==> src/core/sisr_pkg.sv <==
// Constants for the supply input status register bank
package sisr_pkg;
    localparam int ADDR_W = 16;
    localparam int DATA_W = 16;
    localparam int NUM_STATUS = 13;
    localparam int NUM_WARN = 3;

    localparam logic [15:0] OFS_STATUS = 16'h0000;
    localparam logic [15:0] OFS_WARN = 16'h0001;
    localparam logic [15:0] OFS_VOLTS = 16'h0002;
    localparam logic [15:0] OFS_AMPS = 16'h0003;
    localparam logic [15:0] OFS_TEMP = 16'h0004;
    localparam logic [15:0] OFS_SECS_HI = 16'h0005;
    localparam logic [15:0] OFS_SECS_LO = 16'h0006;
    localparam logic [15:0] OFS_VOLTS_ALIAS = 16'h0064;
    localparam logic [15:0] OFS_AMPS_ALIAS = 16'h0065;
    localparam logic [15:0] OFS_TEMP_ALIAS = 16'h015E;
    localparam logic [15:0] OFS_SECS_HI_ALIAS = 16'h0190;
    localparam logic [15:0] OFS_SECS_LO_ALIAS = 16'h0191;

    // Status bit positions
    localparam int BIT_REMOTE_OFF_STOP = 0;
    localparam int BIT_LOW_INPUT_STOP = 1;
    localparam int BIT_OPEN_PHASE_TRIP = 2;
    localparam int BIT_HW_OVERVOLT_TRIP = 3;
    localparam int BIT_SETPOINT_OVERVOLT_TRIP = 4;
    localparam int BIT_PRIMARY_OVERCURRENT_TRIP = 5;
    localparam int BIT_SECONDARY_OVERCURRENT_TRIP = 6;
    localparam int BIT_SUSTAINED_OVERCURRENT_TRIP = 7;
    localparam int BIT_OVERTEMP_TRIP = 8;
    localparam int BIT_FAN_FAULT_TRIP = 9;
    localparam int BIT_HALT_TRIP = 10;
    localparam int BIT_EXTERNAL_SUPPLY_STOP = 11;
    localparam int BIT_SYSTEM_FAULT_TRIP = 12;

    // Warning bit positions
    localparam int BIT_VOLTAGE_SHORTFALL_WARN = 0;
    localparam int BIT_CURRENT_SHORTFALL_WARN = 1;
    localparam int BIT_INPUT_OVERVOLT_WARN = 2;

    localparam logic [15:0] RST_WORD = 16'h0000;
    localparam logic [31:0] RST_SECONDS = 32'h00000000;
    localparam logic [31:0] SECONDS_MAX = 32'h7FFFFFFF;

    // One second at the 50 MHz clock
    localparam int CLK_PERIOD_NS = 20;
    localparam int SECOND_MS = 1000;
    localparam int TICKS_PER_SEC = SECOND_MS * 1000000 / CLK_PERIOD_NS;
endpackage : sisr_pkg

==> src/core/sisr_cnt_if.sv <==
// Link between the register bank and its output-on seconds counter
`timescale 1ns/100ps
interface sisr_cnt_if;
    logic run;
    logic snap;
    logic [31:0] nv_init;
    logic [31:0] count;
    logic [31:0] snap_count;
    logic loaded;

    modport ctr (input run, input snap, input nv_init,
                 output count, output snap_count, output loaded);
    modport bank (output run, output snap, output nv_init,
                  input count, input snap_count, input loaded);
endinterface : sisr_cnt_if

==> src/core/sisr_latch_bit.sv <==
// One status flag with optional protection latch
`timescale 1ns/100ps
module sisr_latch_bit #(
    parameter bit STICKY = 1'b0
) (
    input wire logic clk_i,
    input wire logic rst_i,
    // Cause and latch control
    input wire logic cause_i,
    input wire logic latch_en_i,
    input wire logic release_i,
    input wire logic causes_gone_i,
    // Flag
    output logic flag_o
);
    typedef struct packed {
        logic flag;
    } sisr_bit_s;

    sisr_bit_s st_q;
    sisr_bit_s st_d;

    always_comb begin
        st_d = st_q;
        if (STICKY) begin
            st_d.flag = cause_i | st_q.flag;
        end else begin
            // Cause always wins over a release in the same cycle
            st_d.flag = cause_i |
                (st_q.flag & latch_en_i & ~(release_i & causes_gone_i));
        end
    end

    always_ff @(posedge clk_i or posedge rst_i) begin
        if (rst_i) begin
            st_q <= '0;
        end else begin
            st_q <= st_d;
        end
    end

    assign flag_o = st_q.flag;

    property p_sticky_hold;
        @(posedge clk_i) disable iff (rst_i)
        (STICKY && flag_o) |=> flag_o;
    endproperty
    a_sticky_hold: assert property (p_sticky_hold) else $error("sticky flag dropped");

    property p_latch_hold;
        @(posedge clk_i) disable iff (rst_i)
        (!STICKY && flag_o && latch_en_i && !release_i) |=> flag_o;
    endproperty
    a_latch_hold: assert property (p_latch_hold) else $error("latched flag dropped");
endmodule : sisr_latch_bit

==> src/core/sisr_sec_counter.sv <==
// Output-on seconds counter with retained start value and read snapshot
`timescale 1ns/100ps
module sisr_sec_counter
    import sisr_pkg::*;
#(
    parameter int TICKS = sisr_pkg::TICKS_PER_SEC
) (
    input wire logic clk_i,
    input wire logic rst_i,
    sisr_cnt_if.ctr cnt
);
    typedef struct packed {
        logic loaded;
        logic [31:0] presc;
        logic [31:0] count;
        logic [31:0] snap_count;
    } sisr_cnt_s;

    sisr_cnt_s st_q;
    sisr_cnt_s st_d;

    always_comb begin
        st_d = st_q;
        if (!st_q.loaded) begin
            // Stored value taken after reset release, never under reset
            st_d.loaded = 1'b1;
            st_d.count = cnt.nv_init;
            st_d.presc = '0;
        end else if (cnt.run) begin
            if (st_q.presc == 32'(TICKS - 1)) begin
                st_d.presc = '0;
                if (st_q.count != SECONDS_MAX) begin
                    st_d.count = st_q.count + 32'h00000001;
                end
            end else begin
                st_d.presc = st_q.presc + 32'h00000001;
            end
        end
        if (cnt.snap) begin
            st_d.snap_count = st_q.count;
        end
    end

    always_ff @(posedge clk_i or posedge rst_i) begin
        if (rst_i) begin
            st_q <= '{loaded: 1'b0, presc: '0, count: RST_SECONDS, snap_count: RST_SECONDS};
        end else begin
            st_q <= st_d;
        end
    end

    assign cnt.count = st_q.count;
    assign cnt.snap_count = st_q.snap_count;
    assign cnt.loaded = st_q.loaded;

    property p_halt;
        @(posedge clk_i) disable iff (rst_i)
        (st_q.loaded && !cnt.run) |=> $stable(st_q.count);
    endproperty
    a_halt: assert property (p_halt) else $error("seconds advanced while stopped");

    property p_step;
        @(posedge clk_i) disable iff (rst_i)
        (st_q.loaded && cnt.run && st_q.presc == 32'(TICKS - 1) && st_q.count != SECONDS_MAX)
        |=> st_q.count == $past(st_q.count) + 32'h00000001;
    endproperty
    a_step: assert property (p_step) else $error("seconds did not step");

    property p_load;
        @(posedge clk_i) disable iff (rst_i)
        // Release edge still shows the reset state, so wait for reset to read low
        (!rst_i && !st_q.loaded) |=> st_q.loaded && st_q.count == $past(cnt.nv_init);
    endproperty
    a_load: assert property (p_load) else $error("stored seconds not restored");

    c_second: cover property (@(posedge clk_i) disable iff (rst_i)
        cnt.run && st_q.presc == 32'(TICKS - 1));
endmodule : sisr_sec_counter

==> src/core/sisr_bank.sv <==
// Read-only input register bank of the supply: status, warning, measures, on-time
`timescale 1ns/100ps
module sisr_bank
    import sisr_pkg::*;
#(
    parameter int TICKS = sisr_pkg::TICKS_PER_SEC
) (
    // Clock and reset
    input wire logic clk_i,
    input wire logic rst_i,
    // Protection and stop causes, asynchronous levels
    input wire logic [sisr_pkg::NUM_STATUS-1:0] cause_i,
    // Per-bit latch selection from the protection settings
    input wire logic [sisr_pkg::NUM_STATUS-1:0] latch_mode_i,
    // Warning causes, asynchronous levels
    input wire logic [sisr_pkg::NUM_WARN-1:0] warn_i,
    // Measurements from converter logic on this clock
    input wire logic signed [15:0] volts_i,
    input wire logic signed [15:0] amps_i,
    input wire logic signed [15:0] temp_i,
    // Retained on-time value at power up
    input wire logic [31:0] nv_seconds_i,
    // Register read port from the fieldbus framer
    input wire logic rd_req_i,
    input wire logic rd_first_i,
    input wire logic [sisr_pkg::ADDR_W-1:0] rd_addr_i,
    output logic rd_ack_o,
    output logic rd_err_o,
    output logic [sisr_pkg::DATA_W-1:0] rd_data_o,
    // Status view and value to retain across power loss
    output logic [sisr_pkg::DATA_W-1:0] status_o,
    output logic [31:0] nv_seconds_o
);
    import sisr_pkg::*;

    typedef struct packed {
        logic [NUM_STATUS-1:0] c_meta;
        logic [NUM_STATUS-1:0] c_sync;
        logic [NUM_WARN-1:0] w_meta;
        logic [NUM_WARN-1:0] w_sync;
        logic rc_prev;
        logic [15:0] volts;
        logic [15:0] amps;
        logic [15:0] temp;
        logic rd_ack;
        logic rd_err;
        logic [15:0] rd_data;
        logic [15:0] status;
        logic [31:0] nv_out;
    } sisr_bank_s;

    sisr_bank_s st_q;
    sisr_bank_s st_d;

    logic [NUM_STATUS-1:0] flags;
    logic release_pulse;
    logic causes_gone;
    logic [15:0] status_word;
    logic [15:0] warn_word;
    logic [31:0] secs_view;

    sisr_cnt_if cnt ();

    // Remote off operation releases latched protections
    assign release_pulse = st_q.c_sync[BIT_REMOTE_OFF_STOP] & ~st_q.rc_prev;
    // Remote off itself does not block its own release
    assign causes_gone = ~|st_q.c_sync[NUM_STATUS-1:1];

    genvar gi;
    generate
        for (gi = 0; gi < NUM_STATUS; gi++) begin : g_flag
            sisr_latch_bit #(
                .STICKY(gi == BIT_EXTERNAL_SUPPLY_STOP)
            ) u_flag (
                .clk_i(clk_i),
                .rst_i(rst_i),
                .cause_i(st_q.c_sync[gi]),
                .latch_en_i(latch_mode_i[gi]),
                .release_i(release_pulse),
                .causes_gone_i(causes_gone),
                .flag_o(flags[gi])
            );
        end
    endgenerate

    // Undefined upper bits read as zero
    assign status_word = {{(16 - NUM_STATUS){1'b0}}, flags};
    assign warn_word = {{(16 - NUM_WARN){1'b0}}, st_q.w_sync};

    // Output stopped by protection or remote off; bit 11 is a record only
    assign cnt.run = cnt.loaded & ~|(flags & ~(13'h0001 << BIT_EXTERNAL_SUPPLY_STOP));
    // First read of a transaction freezes the count for the rest of it
    assign cnt.snap = rd_req_i & rd_first_i;
    assign cnt.nv_init = nv_seconds_i;
    assign secs_view = rd_first_i ? cnt.count : cnt.snap_count;

    sisr_sec_counter #(
        .TICKS(TICKS)
    ) u_secs (
        .clk_i(clk_i),
        .rst_i(rst_i),
        .cnt(cnt)
    );

    always_comb begin
        st_d = st_q;
        st_d.c_meta = cause_i;
        st_d.c_sync = st_q.c_meta;
        st_d.w_meta = warn_i;
        st_d.w_sync = st_q.w_meta;
        st_d.rc_prev = st_q.c_sync[BIT_REMOTE_OFF_STOP];
        // Passed through as measured, no clamping to the rated span
        st_d.volts = volts_i;
        st_d.amps = amps_i;
        st_d.temp = temp_i;
        st_d.status = status_word;
        st_d.nv_out = cnt.count;
        st_d.rd_ack = rd_req_i;
        st_d.rd_err = 1'b0;
        st_d.rd_data = RST_WORD;
        if (rd_req_i) begin
            case (rd_addr_i)
                OFS_STATUS: st_d.rd_data = status_word;
                OFS_WARN: st_d.rd_data = warn_word;
                OFS_VOLTS, OFS_VOLTS_ALIAS: st_d.rd_data = st_q.volts;
                OFS_AMPS, OFS_AMPS_ALIAS: st_d.rd_data = st_q.amps;
                OFS_TEMP, OFS_TEMP_ALIAS: st_d.rd_data = st_q.temp;
                OFS_SECS_HI, OFS_SECS_HI_ALIAS: st_d.rd_data = secs_view[31:16];
                OFS_SECS_LO, OFS_SECS_LO_ALIAS: st_d.rd_data = secs_view[15:0];
                default: st_d.rd_err = 1'b1;
            endcase
        end
    end

    always_ff @(posedge clk_i or posedge rst_i) begin
        if (rst_i) begin
            st_q <= '{default: '0};
        end else begin
            st_q <= st_d;
        end
    end

    assign rd_ack_o = st_q.rd_ack;
    assign rd_err_o = st_q.rd_err;
    assign rd_data_o = st_q.rd_data;
    assign status_o = st_q.status;
    assign nv_seconds_o = st_q.nv_out;

    property p_ack;
        @(posedge clk_i) disable iff (rst_i)
        rd_req_i |=> rd_ack_o;
    endproperty
    a_ack: assert property (p_ack) else $error("read not answered next cycle");

    property p_unmapped;
        @(posedge clk_i) disable iff (rst_i)
        (rd_req_i && rd_addr_i == 16'h0007) |=> rd_err_o && rd_data_o == 16'h0000;
    endproperty
    a_unmapped: assert property (p_unmapped) else $error("unmapped address accepted");

    property p_status_read;
        @(posedge clk_i) disable iff (rst_i)
        (rd_req_i && rd_addr_i == OFS_STATUS) |=> rd_data_o == $past(status_word)
            && rd_data_o[15:13] == 3'h0;
    endproperty
    a_status_read: assert property (p_status_read) else $error("status read wrong");

    property p_volts_alias;
        @(posedge clk_i) disable iff (rst_i)
        (rd_req_i && (rd_addr_i == OFS_VOLTS || rd_addr_i == OFS_VOLTS_ALIAS))
        |=> rd_data_o == $past(st_q.volts);
    endproperty
    a_volts_alias: assert property (p_volts_alias) else $error("voltage read wrong");

    property p_temp_alias;
        @(posedge clk_i) disable iff (rst_i)
        (rd_req_i && rd_addr_i == OFS_TEMP_ALIAS) |=> rd_data_o == $past(st_q.temp);
    endproperty
    a_temp_alias: assert property (p_temp_alias) else $error("temperature read wrong");

    property p_clear_nolatch;
        @(posedge clk_i) disable iff (rst_i)
        (!cause_i[BIT_FAN_FAULT_TRIP] && !latch_mode_i[BIT_FAN_FAULT_TRIP]) [*4]
        |-> !flags[BIT_FAN_FAULT_TRIP];
    endproperty
    a_clear_nolatch: assert property (p_clear_nolatch) else $error("flag kept after cause");

    property p_set;
        @(posedge clk_i) disable iff (rst_i)
        cause_i[BIT_HW_OVERVOLT_TRIP] [*3] |=> flags[BIT_HW_OVERVOLT_TRIP];
    endproperty
    a_set: assert property (p_set) else $error("cause not flagged");

    property p_warn;
        @(posedge clk_i) disable iff (rst_i)
        (rd_req_i && rd_addr_i == OFS_WARN) |=> rd_data_o == {13'h0000, $past(st_q.w_sync)};
    endproperty
    a_warn: assert property (p_warn) else $error("warning read wrong");

    property p_coherent;
        @(posedge clk_i) disable iff (rst_i)
        (rd_req_i && !rd_first_i && rd_addr_i == OFS_SECS_LO) |=> rd_data_o ==
            $past(cnt.snap_count[15:0]);
    endproperty
    a_coherent: assert property (p_coherent) else $error("counter words torn");

    c_latch_release: cover property (@(posedge clk_i) disable iff (rst_i)
        flags[BIT_SETPOINT_OVERVOLT_TRIP] ##1 release_pulse ##1 !flags[BIT_SETPOINT_OVERVOLT_TRIP]);
    c_two_word: cover property (@(posedge clk_i) disable iff (rst_i)
        (rd_req_i && rd_first_i && rd_addr_i == OFS_SECS_HI)
        ##1 (rd_req_i && rd_addr_i == OFS_SECS_LO));
    c_sticky: cover property (@(posedge clk_i) disable iff (rst_i)
        flags[BIT_EXTERNAL_SUPPLY_STOP] && !cause_i[BIT_EXTERNAL_SUPPLY_STOP]);
endmodule : sisr_bank

==> config.mk <==
export PLATFORM = sky130hd
export DESIGN_NAME = sisr_bank
export DESIGN_NICKNAME = d
export VERILOG_FILES = /design/src/core/sisr_pkg.sv /design/src/core/sisr_cnt_if.sv /design/src/core/sisr_latch_bit.sv /design/src/core/sisr_sec_counter.sv /design/src/core/sisr_bank.sv
export SDC_FILE = /design/constraint.sdc
export NUM_CORES = 1
export LEC_CHECK = 0
export BUFFER_PORTS_ARGS = -buffer_cell sky130_fd_sc_hd__buf_4
export CAP_MARGIN = 20
export CORE_MARGIN = 2
export CORE_UTILIZATION = 50
export DETAILED_ROUTE_END_ITERATION = 10
export HOLD_SLACK_MARGIN = 0.1
export PLACE_DENSITY = 0.75
export SLEW_MARGIN = 5
export SYNTH_ARGS = -nofsm -noshare
export SYNTH_HDL_FRONTEND = slang
export SYNTH_SLANG_ARGS = --single-unit
==> constraint.sdc <==
create_clock -name clk_i -period 7.3 [get_ports clk_i]
set_input_delay 0 -clock clk_i [delete_from_list [all_inputs] [get_ports clk_i]]
set_output_delay 0 -clock clk_i [all_outputs]
set_load 0.01 [all_outputs]
==> summary.txt, run 1 <==
Post-CTS Resized: 0
WL met3: 1580 um
Worst skew pair latency: 520 ps
Reg2reg end: u_secs.cnt.count[18]$_DFFE_PP0P_
Global-route usage over all layers: 0.255
Area leader, netlist: dfrtp_1
Clk sinks: 254
Asr flop ratio synth: 1.00
Syn avg cell area: 11.4 um^2
Final Hold Fails: 0
Final wirelength: 28900 um
Status: finished clean
Via Count: 8490
Initial core utilization: 0.505
Clk buf depth: 3
GP Congestion: 0.881
Drt via density: 5.69
Core area: 0.0216 mm^2
Post-DRT Antenna Nets: 0
Mapped Cells: 961
Relative slew slack: 0.289
#FFs+latches synth: 254
DRC errors left: 0
CP required: 7680 ps
Yosys top cell area share: 0.582
Synth Flop Type: dfrtp_1
Vias in the first global route: 8561
Layout area overhead: 29.8%
Initial DRC count: 613
Top cells by area, synth: dfrtp_1 (58%), mux2i_1 (4.6%), buf_4 (4.4%)
Max_cap viols: 0
Final Instance Count excl. Fillers: 1492
Slew @ Worst Pin: 1060 ps
Power per cell area: 245 mW/mm^2
Die width: 152 um
Most common cell in the netlist: dfrtp_1
Worst Setup End Kind: register
Hold Crit Depth: 2
DR WL met2: 14700 um
Kind of critical path: register to register
Final period util: 0.537
Hold Crit Class: primary input to register
Leak: 6.25 nW
H-tree levels: 1
Slew Viols, Final: 0
Post-synthesis sequential area ratio: 0.582
Met1 WL: 11500 um
IO buf count: 190
CP startpoint kind: register
DR WL/cell: 19.4 um
First-pass GRT wire length: 45400 um
CTS buffer count: 26
Synth cell count leaders: dfrtp_1 (254), nor2_1 (75), buf_4 (64), a21oi_1 (60), nand2_1 (59)
Max Fclk: 255 MHz
Setup TNS: 0 ps
Worst reg2reg setup slack: 3380 ps
Final nets: 1322
Placed Cells: 1333
Netlist Area Pre-Place: 0.0109 mm^2
Worst-path maximum fanout: 87
Top sig layer: met4
Hpwl dp: 18400 um
Clock period minus worst slack: 3920 ps
CTS clk-pin slew, worst paths: 70 ps
# Post-CTS Setup Buffers: 0
Number of enable flip-flop cells after synthesis: 0
Hold worst-path end: st_q[66]$_DFF_PP0_
RSZ-0062 raised after global routing: no
Placement Rows: 54
Area after DPL: 0.0121 mm^2
Initial antenna violation count: 3
Largest net degree at the start of global routing: 104
Die ar.: 0.0230 mm^2
Clock skew: 11.9 ps
Design area: 0.0142 mm^2
Synth cell types: 60
Hold_buf cts: 110
Ports: 195
Crit Reg-Reg Startpoint: u_secs.cnt.loaded$_DFF_PP0_
Worst Reg-to-Reg Cells: 8
Beginning of the worst hold path: temp_i[0]
Die Y: 152 um
Final setup viols: 0
Pre-antenna DRT Iters: 6
Clk root buf: clkbuf_16
CTS tree: built
Max IR drop VDD: 0.244 mV
Synth warn: 0
WP data arrival: 4310 ps
Share of cells above drive strength 1: 0.245
GR Overflow Total: 0
[cell families (layout without fill, tap and decap cells)]
| logic type | after synthesis | in the layout | share of synthesized area |
|---|---|---|---|
| AND/OR/NAND/NOR | 293 | 293 | 0.136 |
| other | 2 | 6 | 0.000688 |
| buffers and inverters | 122 | 369 | 0.0660 |
| adder cells (fa/ha/maj) | 2 | 2 | 0.00229 |
| AO/OA/AOI/OAI | 184 | 184 | 0.118 |
| flip-flops | 254 | 254 | 0.582 |
| multiplexers | 79 | 79 | 0.0757 |
| XOR/XNOR | 25 | 25 | 0.0201 |
[report_power, final]
part           switching [mW]  internal, mW
Combinational           0.180         0.206
Sequential              0.102          1.52
Clock                   0.542         0.927
[cells in the final DEF (no fill, tap or decap), types with 5 or more instances in the layout]
cell type and instances:
clkbuf_16 27, o22a_1 16, xor2_1 21, a31oi_1 10
mux2i_1 50, a221oi_1 10, dfrtp_1 253, o22ai_1 10
and3_1 16, bufinv_16 6, o21ai_0 24, o2bb2ai_1 5
a21oi_1 60, dlygate4sd3_1 110, mux2_2 29, nor2_1 75
buf_4 200, nor4_1 14, nand2_1 59, clkinv_2 5
and2_1 5, nand3_1 43, inv_1 9, or2_2 5
or3_1 6, o32ai_1 7, nand4_1 28, a31o_2 12
nor3_1 14
[registers in the layout, indices dropped and copies added (netlist names)]
signal	cells
g_flag.u_flag.flag_o	13
rd_ack_o	1
u_secs.st_q	32
nv_seconds_o	32
u_secs.cnt.loaded	1
rd_err_o	1
st_q	64
u_secs.cnt.snap_count	32
rd_data_o	16
u_secs.cnt.count	32
status_o	13
st_d	17
[worst max-delay path by stage]
stage | depth (start not counted) | startpoint | to | slack, ps
3_5_place_dp | 8 | g_flag[4].u_flag.flag_o$_DFF_PP0_ | u_secs.cnt.count[31]$_DFFE_PP0P_ | 3580
6_report | 8 | u_secs.cnt.loaded$_DFF_PP0_ | u_secs.cnt.count[18]$_DFFE_PP0P_ | 3380
2_1_floorplan | 1 | rst_i | g_flag[0].u_flag.flag_o$_DFF_PP0_ | 310
5_1_grt | 8 | u_secs.cnt.loaded$_DFF_PP0_ | u_secs.cnt.count[18]$_DFFE_PP0P_ | 3180
4_1_cts | 8 | u_secs.cnt.loaded$_DFF_PP0_ | u_secs.cnt.count[18]$_DFFE_PP0P_ | 3540
3_3_place_gp | 8 | g_flag[4].u_flag.flag_o$_DFF_PP0_ | u_secs.cnt.count[31]$_DFFE_PP0P_ | 3620
[worst max-delay path: stages, from the launching register on]
cell and delay [ps]:
dfrtp_2 340, buf_4 650, clkinv_1 800, nor2_1 350, nand4_1 260, and2_0 650, buf_4 420, a21oi_1 180
a21oi_1 70
[routing by layer]
metal	vias up	GRT usage
li1	3872	-
met1	4206	0.328
met2	335	0.443
met3	77	0.0311
met4	0	0.0944
met5	-	0
[through the flow]
step	worst slack [ps]	hold slack, ps	total power [mW]	util
after floorplan	315	31.4	1.84	-
after global placement	3620	109	1.97	0.560
after detailed placement	3580	110	1.98	0.560
after CTS	3540	109	3.48	0.656
after global routing	3180	122	3.61	0.656
final	3380	123	3.48	0.656
[layout make-up]
class / count / area [um^2]
Multi-Input combinational cell: 587 / 3850
Fill cell: 1582 / 7440
Timing Repair Buffer: 310 / 2600
Clock buffer: 35 / 746
Tap cell: 280 / 350
Antenna cell: 2 / 5.00
Sequential cell: 254 / 6360
Inverter: 12 / 52.6
Clock inverter: 12 / 214
Note: power is estimated with default switching activity, not from simulation.
==> inputs of run 2 (changes only) <==
==> constraint.sdc (replaced) <==
create_clock -name clk_i -period 3.45 [get_ports clk_i]
set_input_delay 0 -clock clk_i [delete_from_list [all_inputs] [get_ports clk_i]]
set_output_delay 0 -clock clk_i [all_outputs]
set_load 0.01 [all_outputs]
==> summary.txt, run 2 (same netlist as run 1, synthesis figures left out) <==
Die width: 152 um
Hold Crit Class: primary input to register
Layout area overhead: 30.6%
Clk buf depth: 3
Final period util: 0.807
Reg area: 0.00636 mm^2
Worst reg2reg setup slack: 670 ps
Initial antenna violation count: 0
Max reg flops: 64
CP required: 3900 ps
Hold Crit Depth: 2
Vias in the first global route: 8796
Slew @ Worst Pin: 862 ps
Largest reg by FF count: st_q
Leak: 6.30 nW
Post-DRT Antenna Nets: 0
Core area: 0.0216 mm^2
CP max-delay cell: o41ai_4
Most frequent cells in the layout: dfrtp_1 (253), buf_4 (206), dlygate4sd3_1 (111)
Ports: 195
CP bufs+invs: 0
Most common cell after layout, fill and taps aside: dfrtp_1
CTS tree: built
Post-CTS Resized: 0
Pre-antenna DRT Iters: 7
RSZ-0062 raised after global routing: no
Die ar.: 0.0230 mm^2
Global-route usage over all layers: 0.270
Hpwl dp: 18800 um
Max_cap viols: 0
Initial core utilization: 0.505
Via Count: 8609
Beginning of the worst hold path: amps_i[3]
Clk root buf: clkbuf_16
GR Overflow Total: 0
Slew Viols, Final: 0
CTS buffer count: 27
Crit Reg-Reg Startpoint: u_secs.st_q[65]$_DFFE_PP0P_
Kind of critical path: register to register
Reg2reg end: u_secs.cnt.count[21]$_DFFE_PP0P_
# Post-CTS Setup Buffers: 0
Status: finished clean
WP data arrival: 3230 ps
CP startpoint kind: register
DR WL/cell: 20.3 um
Initial DRC count: 777
Multi-input gate area: 0.00386 mm^2
Clk sinks: 254
Die Y: 152 um
Max IR drop VDD: 0.380 mV
Clock period minus worst slack: 2780 ps
CTS clk-pin slew, worst paths: 70 ps
Share of cells above drive strength 1: 0.253
Final Power: 7.28 mW
Family with the most delay on the worst path: simple AND/OR/NAND/NOR gates
Ant diodes: 0
First-pass GRT wire length: 47500 um
Setup ws final: 666 ps
Worst Setup End Kind: register
Clock skew: 24.0 ps
Relative slew slack: 0.422
IO buf count: 190
Setup TNS: 0 ps
Worst Reg-to-Reg Cells: 7
Hold worst-path end: st_q[85]$_DFF_PP0_
Final nets: 1333
Drt via density: 5.73
Largest net degree at the start of global routing: 94
Final wirelength: 30600 um
DRC errors left: 0
Placement Rows: 54
Crit-path cells: ha_1 > nand3_1 > or3_1 > o41ai_4 > nand2_1 > a21oi_1 > a2bb2oi_1
Filler instances: 1564
CP peak stage delay: 520 ps
Worst skew pair latency: 540 ps
Worst-path maximum fanout: 15
Max Fclk: 359 MHz
Final setup viols: 0
GP Congestion: 0.920
Worst slack, placed: 787 ps
Power per cell area: 511 mW/mm^2
Final Hold Fails: 0
H-tree levels: 1
[run 2: timing repair]
action                                  in CTS  in global routing
endpoints found under the hold margin      164                  4
hold buffers                               110                  1
endpoints found under the setup margin       0                  0
[run 2: final cells by class]
type,instances,area share
multi-input combinational,587,0.271
inverter,12,0.00342
tap,280,0.0246
clock buffer,38,0.0545
timing repair buffer,320,0.191
sequential,254,0.446
clock inverter,12,0.0104
[run 2: worst max path at each step]
| stage | start | endpoint | slack, ps | cells past startpoint |
|---|---|---|---|---|
| after floorplan | rst_i | g_flag[0].u_flag.flag_o$_DFF_PP0_ | 110 | 1 |
| after global placement | g_flag[4].u_flag.flag_o$_DFF_PP0_ | u_secs.cnt.count[2]$_DFFE_PP0P_ | 870 | 7 |
| after detailed placement | g_flag[4].u_flag.flag_o$_DFF_PP0_ | u_secs.cnt.count[21]$_DFFE_PP0P_ | 790 | 7 |
| after CTS | g_flag[4].u_flag.flag_o$_DFF_PP0_ | u_secs.cnt.count[21]$_DFFE_PP0P_ | 740 | 7 |
| after global routing | g_flag[4].u_flag.flag_o$_DFF_PP0_ | u_secs.cnt.count[2]$_DFFE_PP0P_ | 420 | 7 |
| final | u_secs.st_q[65]$_DFFE_PP0P_ | u_secs.cnt.count[21]$_DFFE_PP0P_ | 670 | 7 |
[run 2: through the flow]
step	instance area (um^2)	hold slack, ps	cells	util
after global placement	12200	110	1341	0.564
after CTS	14200	100	1501	0.658
after detailed placement	12200	110	1341	0.564
after global routing	14300	113	1503	0.659
final	14300	114	1503	0.659
after floorplan	10900	31.4	963	-
[run 2: per-layer routing]
metal  GRT usage  up-vias  wire [um]
li1            -     3887          -
met1       0.336     4227      11800
met2       0.470      392      15500
met3      0.0368      103       1780
met4       0.120        0       1490
met5           0        -          0
[run 2: power breakdown]
group          total (mW)  switching (mW)  internal [mW]
Sequential           3.43           0.211           3.22
Clock                3.01            1.21           1.80
Combinational       0.841           0.392          0.449
==> inputs of run 3 (changes only) <==
--- a/config.mk
+++ b/config.mk
@@ -8,10 +8,10 @@
 export BUFFER_PORTS_ARGS = -buffer_cell sky130_fd_sc_hd__buf_4
 export CAP_MARGIN = 20
 export CORE_MARGIN = 2
-export CORE_UTILIZATION = 50
+export CORE_UTILIZATION = 56
 export DETAILED_ROUTE_END_ITERATION = 10
 export HOLD_SLACK_MARGIN = 0.1
-export PLACE_DENSITY = 0.75
+export PLACE_DENSITY = 0.8
 export SLEW_MARGIN = 5
 export SYNTH_ARGS = -nofsm -noshare
 export SYNTH_HDL_FRONTEND = slang
==> constraint.sdc (replaced) <==
create_clock -name clk_i -period 2.8 [get_ports clk_i]
set_input_delay 0 -clock clk_i [delete_from_list [all_inputs] [get_ports clk_i]]
set_output_delay 0 -clock clk_i [all_outputs]
set_load 0.01 [all_outputs]
==> summary.txt, run 3 (same netlist as run 1, synthesis figures left out) <==
Status: finished clean
GP Congestion: 0.939
Reg2reg end: u_secs.cnt.count[7]$_DFFE_PP0P_
Clock period minus worst slack: 2600 ps
Most common cell after layout, fill and taps aside: dfrtp_1
Hold Crit Class: primary input to register
Comb pwr share: 0.126
Clk root buf: clkbuf_16
Beginning of the worst hold path: volts_i[15]
Initial antenna violation count: 2
Pre-antenna DRT Iters: 6
Final wirelength: 31400 um
RSZ-0062 raised after global routing: no
Sequential share of power: 0.468
Die Y: 144 um
GR Overflow Total: 0
Crit Reg-Reg Startpoint: u_secs.cnt.count[1]$_DFFE_PP0P_
Final Power: 8.98 mW
Slew Viols, Final: 0
Die ar.: 0.0206 mm^2
WP data arrival: 3000 ps
CP startpoint kind: register
WHS: 101 ps
Via Count: 8952
DRC errors left: 0
Clock skew: 22.7 ps
Kind of critical path: register to register
Core area: 0.0193 mm^2
Placement Rows: 51
Slew @ Worst Pin: 797 ps
First-pass GRT wire length: 49000 um
H-tree levels: 1
Layout area overhead: 31.0%
CTS tree: built
Largest reg by FF count: st_q
Die width: 144 um
Ports: 195
Largest net degree at the start of global routing: 76
Power share of the clock group: 0.406
Hold worst-path end: st_q[113]$_DFF_PP0_
Final period util: 0.930
Clk sinks: 254
Initial DRC count: 894
Worst skew pair latency: 540 ps
Final nets: 1346
Worst Setup End Kind: register
Sw Share: 0.255
# Post-CTS Setup Buffers: 0
DR WL/cell: 21.0 um
Max IR drop VDD: 0.604 mV
Vias in the first global route: 8945
Power per cell area: 628 mW/mm^2
Hpwl dp: 18900 um
Worst reg2reg setup slack: 200 ps
Leak: 6.33 nW
Initial core utilization: 0.567
CTS clk-pin slew, worst paths: 70 ps
Switching pwr: 2.29 mW
Relative slew slack: 0.465
Hold Crit Depth: 2
Most frequent cells in the layout: dfrtp_1 (253), buf_4 (220), dlygate4sd3_1 (111)
Final Hold Fails: 0
Share of cells above drive strength 1: 0.261
Worst Reg-to-Reg Cells: 8
Drt via density: 5.97
CP required: 3200 ps
Post-DRT Antenna Nets: 0
Final setup viols: 0
Max reg flops: 64
P_int: 6.69 mW
Worst-path maximum fanout: 25
Clk buf depth: 3
Global-route usage over all layers: 0.309
Filler instances: 1217
Max_cap viols: 0
CTS buffer count: 25
IO buf count: 190
Max Fclk: 384 MHz
==> run 3: worst max-delay path, stage by stage (launching register included) <==
cell and delay (ps):
dfrtp_1 520, ha_1 280, nand4_1 190, nor3_1 360, nand4_1 320, and2_0 320
buf_6 200, a21oi_1 190, a21oi_1 80
==> run 3: per-stage QoR <==
stage	util	setup TNS [ps]	instances	cell area, um^2	setup WS (ps)
final	0.743	0	1499	14300	196
after global routing	0.743	0	1499	14300	51.1
after detailed placement	0.639	0	1342	12300	287
after CTS	0.742	0	1497	14300	270
after floorplan	-	-138090	963	10900	-544
after global placement	0.639	0	1342	12300	351
==> run 3: worst max-delay path by stage <==
stage	end	slack, ps	depth (start not counted)	startpoint
after floorplan	g_flag[0].u_flag.flag_o$_DFF_PP0_	-540	1	rst_i
after global placement	u_secs.cnt.count[5]$_DFFE_PP0P_	350	8	g_flag[3].u_flag.flag_o$_DFF_PP0_
after detailed placement	u_secs.cnt.count[5]$_DFFE_PP0P_	290	8	g_flag[4].u_flag.flag_o$_DFF_PP0_
after CTS	u_secs.cnt.count[5]$_DFFE_PP0P_	270	8	g_flag[4].u_flag.flag_o$_DFF_PP0_
after global routing	u_secs.cnt.count[7]$_DFFE_PP0P_	50	8	u_secs.st_q[64]$_DFFE_PP0P_
final	u_secs.cnt.count[7]$_DFFE_PP0P_	200	8	u_secs.cnt.count[1]$_DFFE_PP0P_
==> run 3: metal layers <==
layer,up-vias,GRT usage,share of wire
met3,109,0.0543,0.068
met5,-,0,0
met2,507,0.536,0.51
met4,0,0.131,0.045
li1,3917,-,-
met1,4419,0.384,0.37
==> run 3: power by group through the flow <==
stage	combinational, mW	sequential, mW	clock [mW]
floorplan	0.633	4.17	0
global placement	0.943	4.24	0
detailed placement	0.967	4.25	0
CTS	1.10	4.19	3.60
global route	1.22	4.23	3.85
finish	1.13	4.21	3.65
==> run 3: what timing repair did <==
action                     4_1_cts  5_1_grt
setup endpoints to repair        0        1
hold endpoints to repair       236        0
hold buffers                   111        0
gates resized for setup          0        1
==> run 3: layout make-up <==
type	instances	area (um^2)	share of cell area
well taps	265	332	0.0232
flip-flops and latches	254	6360	0.444
multi-input cells	587	3850	0.269
diodes	2	5.00	0.000350
clock inverters	13	184	0.0129
repair buffers	335	2830	0.198
inverters	12	48.8	0.00341
clock buffers	31	698	0.0488
